`src/rtl/pmm_map_ram.sv`:
```
// Purpose: Shared types and constants, plus the page map store.
// Assumes: One clock, asynchronous active-low reset.
// Notes:   The map is read combinationally and written one entry per clock.

// ---------------------------------------------------------------
// Package
// ---------------------------------------------------------------
package pmm_pkg;
    localparam int unsigned PAGE_WORDS = 256;
    localparam int unsigned LOG_WORDS_EXT = 65536;
    localparam int unsigned NUM_PAGES = LOG_WORDS_EXT / PAGE_WORDS;
    localparam int unsigned NUM_MODS = 16;
    localparam int unsigned MOD_WORDS = 4096;
    localparam logic EXT_OPT = 1'b1;      // Extended 65,536-word logical space fitted
    localparam logic PAR_OPT = 1'b1;      // Parity option fitted
    localparam int unsigned PSD_MAP_BIT = 30;
    localparam int unsigned PSD_IM_BIT = 29;
    localparam int unsigned PSD_MC_BIT = 31;
    localparam logic [1:0] PROT_NONE = 2'h0;
    localparam logic [1:0] PROT_RO = 2'h1;
    localparam logic [1:0] PROT_RW = 2'h3;
    localparam logic [2:0] OH_DISC = 3'h1;
    localparam logic [2:0] OH_DAC = 3'h2;
    localparam logic [2:0] OH_CPU = 3'h4;
    localparam logic [1:0] ID_DISC = 2'h0;
    localparam logic [1:0] ID_DAC = 2'h1;
    localparam logic [1:0] ID_CPU = 2'h2;
    localparam int unsigned CAUSE_PROT_BIT = 0;
    localparam int unsigned CAUSE_PAR_BIT = 1;

    typedef struct packed {
        logic req;
        logic we;
        logic [15:0] addr;
        logic [15:0] wdata;
    } pmm_req_t;

    typedef struct packed {
        logic [7:0] page;
        logic [1:0] prot;
    } pmm_map_t;

    typedef struct packed {
        logic valid;
        logic we;
        logic [3:0] mod;
        logic [11:0] addr;
        logic [16:0] wdata;
    } pmm_core_t;

    localparam pmm_map_t MAP_RST = '{page: 8'h00, prot: PROT_NONE};
endpackage : pmm_pkg

// ---------------------------------------------------------------
// Page map store
// ---------------------------------------------------------------
module pmm_map_ram
    import pmm_pkg::*;
(
    input wire logic i_ref_clk,
    input wire logic i_rstn,
    input wire logic i_wr,
    input wire logic [7:0] i_widx,
    input wire pmm_map_t i_went,
    input wire logic [7:0] i_ridx,
    output pmm_map_t o_rent
);
    pmm_map_t map_reg [NUM_PAGES];

    // Entries reset to no access so nothing mapped leaks before loading
    always_ff @(posedge i_ref_clk or negedge i_rstn) begin
        if (!i_rstn) begin
            for (int k = 0; k < NUM_PAGES; k++) begin
                map_reg[k] <= MAP_RST;
            end
        end else if (i_wr) begin
            map_reg[i_widx] <= i_went;
        end
    end

    // Read is combinational so lookup costs no extra cycle
    assign o_rent = map_reg[i_ridx];
endmodule : pmm_map_ram

```
`src/rtl/pmm_ctrl.sv`:
```
// Purpose: Paged memory map controller: arbitration, translation,
//          protection and parity between requesters and core modules.
// Assumes: Requesters and core modules are logic on the same clock.
// Notes:   One access accepted per clock; accesses to different modules overlap.
//
// Operation
// - Logical 32K or 65K words, physical core modules
// - Core managed in 256-word pages
// - Any logical page maps to any physical page
// - Map registers relocate every memory reference
// - Page codes: none, read only, read-write
// - All requesters, including I/O, are mapped
// - Simultaneous requests granted by fixed priority
// - Parity generated and stored on writes
// - Parity checked on every core read
// - Parity error aborts read, traps processor
// - Sixteen 4096-word modules, overlapped accesses allowed
// - Map mode taken from status doubleword
module pmm_ctrl
    import pmm_pkg::*;
(
    input wire logic i_ref_clk,
    input wire logic i_rstn,
    input wire pmm_req_t i_disc,
    input wire pmm_req_t i_dac,
    input wire pmm_req_t i_cpu,
    input wire logic [31:0] i_psd,
    input wire logic i_map_wr,
    input wire logic [7:0] i_map_idx,
    input wire pmm_map_t i_map_ent,
    input wire logic [15:0] i_core_busy,
    input wire logic i_core_rvalid,
    input wire logic [3:0] i_core_rmod,
    input wire logic [16:0] i_core_rdata,
    output pmm_core_t o_core,
    output logic [2:0] o_gnt,
    output logic [2:0] o_rvalid,
    output logic [15:0] o_rdata,
    output logic [2:0] o_err,
    output logic o_trap,
    output logic [1:0] o_trap_cause
);
    // ---------------------------------------------------------------
    // Declarations
    // ---------------------------------------------------------------
    pmm_core_t core_reg;
    logic [2:0] gnt_reg;
    logic [2:0] rvalid_reg;
    logic [15:0] rdata_reg;
    logic [2:0] err_reg;
    logic trap_reg;
    logic [1:0] cause_reg;
    logic [15:0] pend_reg;
    logic [1:0] owner_reg [NUM_MODS];

    logic [2:0] req_vec;
    logic [2:0] sel_oh;
    logic [1:0] sel_id;
    pmm_req_t sel;
    pmm_map_t map_ent;
    logic map_on;
    logic [15:0] phys;
    logic [3:0] mod;
    logic viol;
    logic mod_free;
    logic accept;
    logic issue;
    logic par_bad;
    logic [1:0] rv_owner;
    logic [2:0] rv_oh;

    // ---------------------------------------------------------------
    // Arbitration and translation
    // ---------------------------------------------------------------
    // A requester just granted is masked for one cycle so a held request
    // is not taken twice
    assign req_vec = {i_cpu.req, i_dac.req, i_disc.req} & ~gnt_reg;

    // Fixed priority: disc, then channel, then processor
    always_comb begin
        sel_oh = 3'h0;
        sel_id = ID_CPU;
        sel = i_cpu;
        if (req_vec[0]) begin
            sel_oh = OH_DISC;
            sel_id = ID_DISC;
            sel = i_disc;
        end else if (req_vec[1]) begin
            sel_oh = OH_DAC;
            sel_id = ID_DAC;
            sel = i_dac;
        end else if (req_vec[2]) begin
            sel_oh = OH_CPU;
            sel_id = ID_CPU;
            sel = i_cpu;
        end
    end

    pmm_map_ram u_map (
        .i_ref_clk(i_ref_clk),
        .i_rstn(i_rstn),
        .i_wr(i_map_wr),
        .i_widx(i_map_idx),
        .i_went(i_map_ent),
        .i_ridx(sel.addr[15:8]),
        .o_rent(map_ent)
    );

    assign map_on = i_psd[PSD_MAP_BIT];
    // Page number replaced, word-in-page offset kept
    assign phys = map_on ? {map_ent.page, sel.addr[7:0]} : sel.addr;
    assign mod = phys[15:12];

    // Protection applies to whichever requester won, I/O included
    always_comb begin
        viol = 1'b0;
        if (map_on) begin
            if (map_ent.prot != PROT_RW && map_ent.prot != PROT_RO) begin
                viol = 1'b1;
            end else if (map_ent.prot == PROT_RO && sel.we) begin
                viol = 1'b1;
            end
            if (!EXT_OPT && sel.addr[15]) begin
                viol = 1'b1;
            end
        end
    end

    // A module with a read outstanding is held off so returns stay unambiguous
    assign mod_free = ~i_core_busy[mod] & ~pend_reg[mod];
    assign accept = (|sel_oh) & (viol | mod_free);
    assign issue = accept & ~viol;

    // ---------------------------------------------------------------
    // Outstanding reads per module
    // ---------------------------------------------------------------
    for (genvar g = 0; g < NUM_MODS; g++) begin : g_mod
        // Set beats clear; same-module set and return cannot coincide anyway
        always_ff @(posedge i_ref_clk or negedge i_rstn) begin
            if (!i_rstn) begin
                pend_reg[g] <= 1'b0;
                owner_reg[g] <= ID_DISC;
            end else if (issue && !sel.we && mod == 4'(g)) begin
                pend_reg[g] <= 1'b1;
                owner_reg[g] <= sel_id;
            end else if (i_core_rvalid && i_core_rmod == 4'(g)) begin
                pend_reg[g] <= 1'b0;
            end
        end
    end

    // Odd parity over 17 bits: an even count of ones means corruption
    assign par_bad = PAR_OPT & ~(^i_core_rdata);
    assign rv_owner = owner_reg[i_core_rmod];
    assign rv_oh = 3'(3'h1 << rv_owner);

    // ---------------------------------------------------------------
    // Core command
    // ---------------------------------------------------------------
    always_ff @(posedge i_ref_clk or negedge i_rstn) begin
        if (!i_rstn) begin
            core_reg <= '0;
        end else begin
            core_reg.valid <= issue;
            core_reg.we <= sel.we;
            core_reg.mod <= mod;
            core_reg.addr <= phys[11:0];
            core_reg.wdata <= {~^sel.wdata, sel.wdata};
        end
    end

    // ---------------------------------------------------------------
    // Requester answers
    // ---------------------------------------------------------------
    // Grants and aborts
    always_ff @(posedge i_ref_clk or negedge i_rstn) begin
        if (!i_rstn) begin
            gnt_reg <= 3'h0;
            err_reg <= 3'h0;
        end else begin
            gnt_reg <= accept ? sel_oh : 3'h0;
            err_reg <= ((accept && viol) ? sel_oh : 3'h0) |
                       ((i_core_rvalid && par_bad) ? rv_oh : 3'h0);
        end
    end

    // Read data still loads on a parity failure but is not flagged valid to the requester
    always_ff @(posedge i_ref_clk or negedge i_rstn) begin
        if (!i_rstn) begin
            rvalid_reg <= 3'h0;
            rdata_reg <= 16'h0000;
        end else begin
            rvalid_reg <= (i_core_rvalid && !par_bad) ? rv_oh : 3'h0;
            if (i_core_rvalid) begin
                rdata_reg <= i_core_rdata[15:0];
            end
        end
    end

    // Trap rather than interrupt, so the faulting access is never completed
    always_ff @(posedge i_ref_clk or negedge i_rstn) begin
        if (!i_rstn) begin
            trap_reg <= 1'b0;
            cause_reg <= 2'h0;
        end else begin
            trap_reg <= (accept && viol) || (i_core_rvalid && par_bad);
            cause_reg[CAUSE_PROT_BIT] <= accept && viol;
            cause_reg[CAUSE_PAR_BIT] <= i_core_rvalid && par_bad;
        end
    end

    assign o_core = core_reg;
    assign o_gnt = gnt_reg;
    assign o_rvalid = rvalid_reg;
    assign o_rdata = rdata_reg;
    assign o_err = err_reg;
    assign o_trap = trap_reg;
    assign o_trap_cause = cause_reg;
endmodule : pmm_ctrl

```
`config.mk`:
```
export PLATFORM = sky130hd
export DESIGN_NAME = pmm_ctrl
export DESIGN_NICKNAME = d
export VERILOG_FILES = /design/src/rtl/pmm_map_ram.sv /design/src/rtl/pmm_ctrl.sv
export SDC_FILE = /design/constraint.sdc
export NUM_CORES = 2
export LEC_CHECK = 0
export BUFFER_PORTS_ARGS = -buffer_cell sky130_fd_sc_hd__buf_2
export CORE_MARGIN = 2
export CORE_UTILIZATION = 57
export DETAILED_ROUTE_END_ITERATION = 10
export PLACE_DENSITY = 0.8
export SETUP_SLACK_MARGIN = 0.15
export SLEW_MARGIN = 25
export SYNTH_ARGS = -nofsm -noshare
export SYNTH_HDL_FRONTEND = slang
export SYNTH_SLANG_ARGS = --single-unit
```
`constraint.sdc`:
```
create_clock -name i_ref_clk -period 4.88 [get_ports i_ref_clk]
set_input_delay 0.244 -clock i_ref_clk [delete_from_list [all_inputs] [get_ports i_ref_clk]]
set_output_delay 0.244 -clock i_ref_clk [all_outputs]
set_load 0.03 [all_outputs]
```
==> results.json <==
{
  "status": "finished with violations",
  "violations": "negative hold slack, negative setup slack",
  "grt_max_degree": 174,
  "synth.avg_cell_area_um2": 12.0,
  "worst_pin_slew_ps": 1160,
  "critical_path_class": "reg2reg",
  "final_area_um2": 147000,
  "cts-buffers-inserted": 293,
  "synth.yosys.warnings": 0,
  "finalWeightedCongestion": 1.02,
  "drc": 0,
  "synth-edff-count": 0,
  "crit_chain": "nand3b_1 -> o211a_4 -> nor2_8 -> buf_12 -> buf_8 -> buf_6 -> mux4_2 -> a22o_1 -> or4_4 -> and3_4 -> a211oi_4 -> buf_12 -> mux4_2 -> or2_4 -> nor4b_4 -> mux2_4",
  "worstPathRequired_ps": 5710,
  "yosysTopAreaCell": "dfrtp_1",
  "p_leak_nw": 69.2,
  "largest_register_ffs": 2560,
  "min_path_type": "in2async",
  "hold_violations": 12,
  "layout_common_cells": "dfrtp_1, mux2_2, nand2_1",
  "skew_ps": 70.0,
  "die_w_um": 474,
  "post_drt_wl_per_cell_um": 29.7,
  "setup_viol": 26,
  "htreeDepth": 5,
  "clk_pin_slew_ps": 60,
  "final_cell_count_no_fill": 14285,
  "tritoncts": "built",
  "mostFrequentLayoutCell": "dfrtp_1",
  "power.density_nw_per_um2": 443,
  "placedCellCount": 13605,
  "drt_iter0_drc": 12770,
  "synthCells": 10527,
  "grt_pass1_wl_um": 628000,
  "layout_setup_ws_ps": -179,
  "synth_nets": 10720,
  "ys_seq_area_frac": 0.531,
  "clockBufferDepth": 4,
  "grt-ovfl-total": 0,
  "cap_violations": 0,
  "r2r_start": "o_gnt[1]",
  "placed_area_um2": 134000,
  "start_kind": "flop",
  "synth.top_cells.by_area": "dfrtp_1, mux2_2, nand2_1, a311oi_1, mux4_2",
  "critPathMaxFanout": 8,
  "coreArea_um2": 220000,
  "synth_ff_type": "dfrtp_1",
  "finalCriticalPeriod_ps": 5060,
  "postRouteAntennaNets": 0,
  "timing.fmax_mhz": 198,
  "vias_per_cell": 6.84,
  "power_mw": 65.1,
  "worstPathArrival_ps": 5890,
  "grt_antenna_before_repair": 22,
  "yosysUniqueCellTypes": 98,
  "relSlewSlack": 0.222,
  "clkSinkCount": 2671,
  "fin_nets": 11307,
  "crit_path_end_kind": "flop",
  "drv_slew": 0,
  "wirelength_um": 424000,
  "clock_latency_ps": 950,
  "port_buffers": 224,
  "synth_seq_cells": 2671,
  "max-vdd-ir-drop_uv": 348,
  "slowest_stage": "or4_4",
  "timing.critical_path.buf_inv": 4,
  "rsz0062_at_grt": "true",
  "fin_crit_sh": 1.04,
  "timing.hold.ws_ps": -58.1,
  "fp-row-count": 172,
  "die-area_um2": 225000,
  "io_pins": 256,
  "grt_pass1_vias": 98404,
  "start_util": 0.573,
  "dp.final_hpwl_um": 271000,
  "clock-root-buffer": "clkbuf_16",
  "r2r_slack_ps": -180,
  "die_height_um": 474,
  "vias": 97702,
  "cpPeakStageDelay_ps": 580,
  "area_growth_pct": 16.5,
  "crit_family": "simple AND/OR/NAND/NOR gates",
  "drtPass1Iterations": 8,
  "drive_above_1_share": 0.395,
  "grt_util_all_layers": 0.371,
  "post-route-util": 0.668,
  "worstSetupStartpoint": "o_gnt[1]",
  "ys_async_sr_fraction": 1.00,
  "synth_top_area_frac": 0.531,
  "synthesis.area_um2": 126000
}
[routing by layer]
metal  GRT usage  share of wire  wire, um
met2       0.555           0.45    190000
met3       0.108           0.12     49400
met1       0.465           0.36    151000
met5           0        0.00028       119
met4       0.257          0.080     33800
[worst reg2reg max path, stage by stage (launching register included)]
cell      delay, ps
dfrtp_2         440
nand3b_1        210
o211a_4         190
nor2_8          130
buf_12          180
buf_8           160
buf_6           120
mux4_2          490
a22o_1          210
or4_4           580
and3_4          230
a211oi_4        250
buf_12          160
mux4_2          550
or2_4           330
nor4b_4         390
mux2_4          340
[through the flow]
stage	setup TNS (ps)	setup WS [ps]
after floorplan	0	203
after global routing	-5730	-251
after global placement	-39750	-933
final	-2590	-179
after CTS	-550	-101
after detailed placement	-38950	-936
[final cells by class]
cell class,count,area (um2)
Multi-Input combinational cell,7003,56500
Sequential cell,2671,66800
Fill cell,14916,72900
Inverter,15,56.3
Antenna cell,15,37.5
Tap cell,2958,3700
Clock inverter,60,762
Timing Repair Buffer,1130,10100
Clock buffer,433,8720
[final timing paths]
| kind | to | depth (start not counted) |
|---|---|---|
| setup / recovery | owner_reg[5] | 16 |
| hold / removal | u_map.map_reg[837] | 2 |
| setup reg to reg | owner_reg[5] | 16 |
| hold reg to reg | owner_reg[30] | 1 |
| max in group asynchronous | u_map.map_reg[1800] | 4 |
| min in group i_ref_clk | pend_reg[1] | 4 |
[where the power goes]
group          total (mW)  internal [mW]  switching [mW]
clock network        22.2           13.2            9.00
logic                18.6           6.77            11.9
registers            24.2           23.5           0.761
total                65.1           43.4            21.6
[logic make-up (layout without fill, tap and decap cells)]
logic type / after synthesis / count (layout) / share of synthesized area
AOI/OAI and AO/OA: 1061 / 1062 / 0.0648
xor gates and xnor gates: 31 / 31 / 0.00216
buffers and inverters: 854 / 1638 / 0.0314
DFF: 2671 / 2671 / 0.531
muxes: 2804 / 2804 / 0.262
other: 0 / 15 / 0
and+or+nand+nor: 3106 / 3106 / 0.109
[synth_stat cells (all sizes together), types with 7 or more instances]
master	n
a311o	20
dfrtp	2671
o22ai	8
mux2	2613
a221oi	10
a21boi	7
and3	374
a311oi	330
mux2i	62
o311ai	44
nand3	324
nor3	129
nand2	1894
nor2	263
clkbuf	509
nor4	15
o2111ai	15
a31oi	136
o21ai	71
a22o	16
o211ai	14
nor2b	12
a31o	8
xor2	17
a211oi	197
nand2b	22
xnor2	14
nand4	25
or4	7
mux4	129
inv	15
a2111oi	7
buf	330
a211o	11
a22oi	37
a21oi	84
[what timing repair did]
action | in CTS | in global routing
gates cloned | 5 | 3
hold buffers | 102 | 0
endpoints found under the hold margin | 480 | 0
setup buffers | 41 | 22
endpoints found under the setup margin | 61 | 60
pin swaps | 31 | 40
gates resized for setup | 148 | 175
Power figures use the tool's default switching activity.
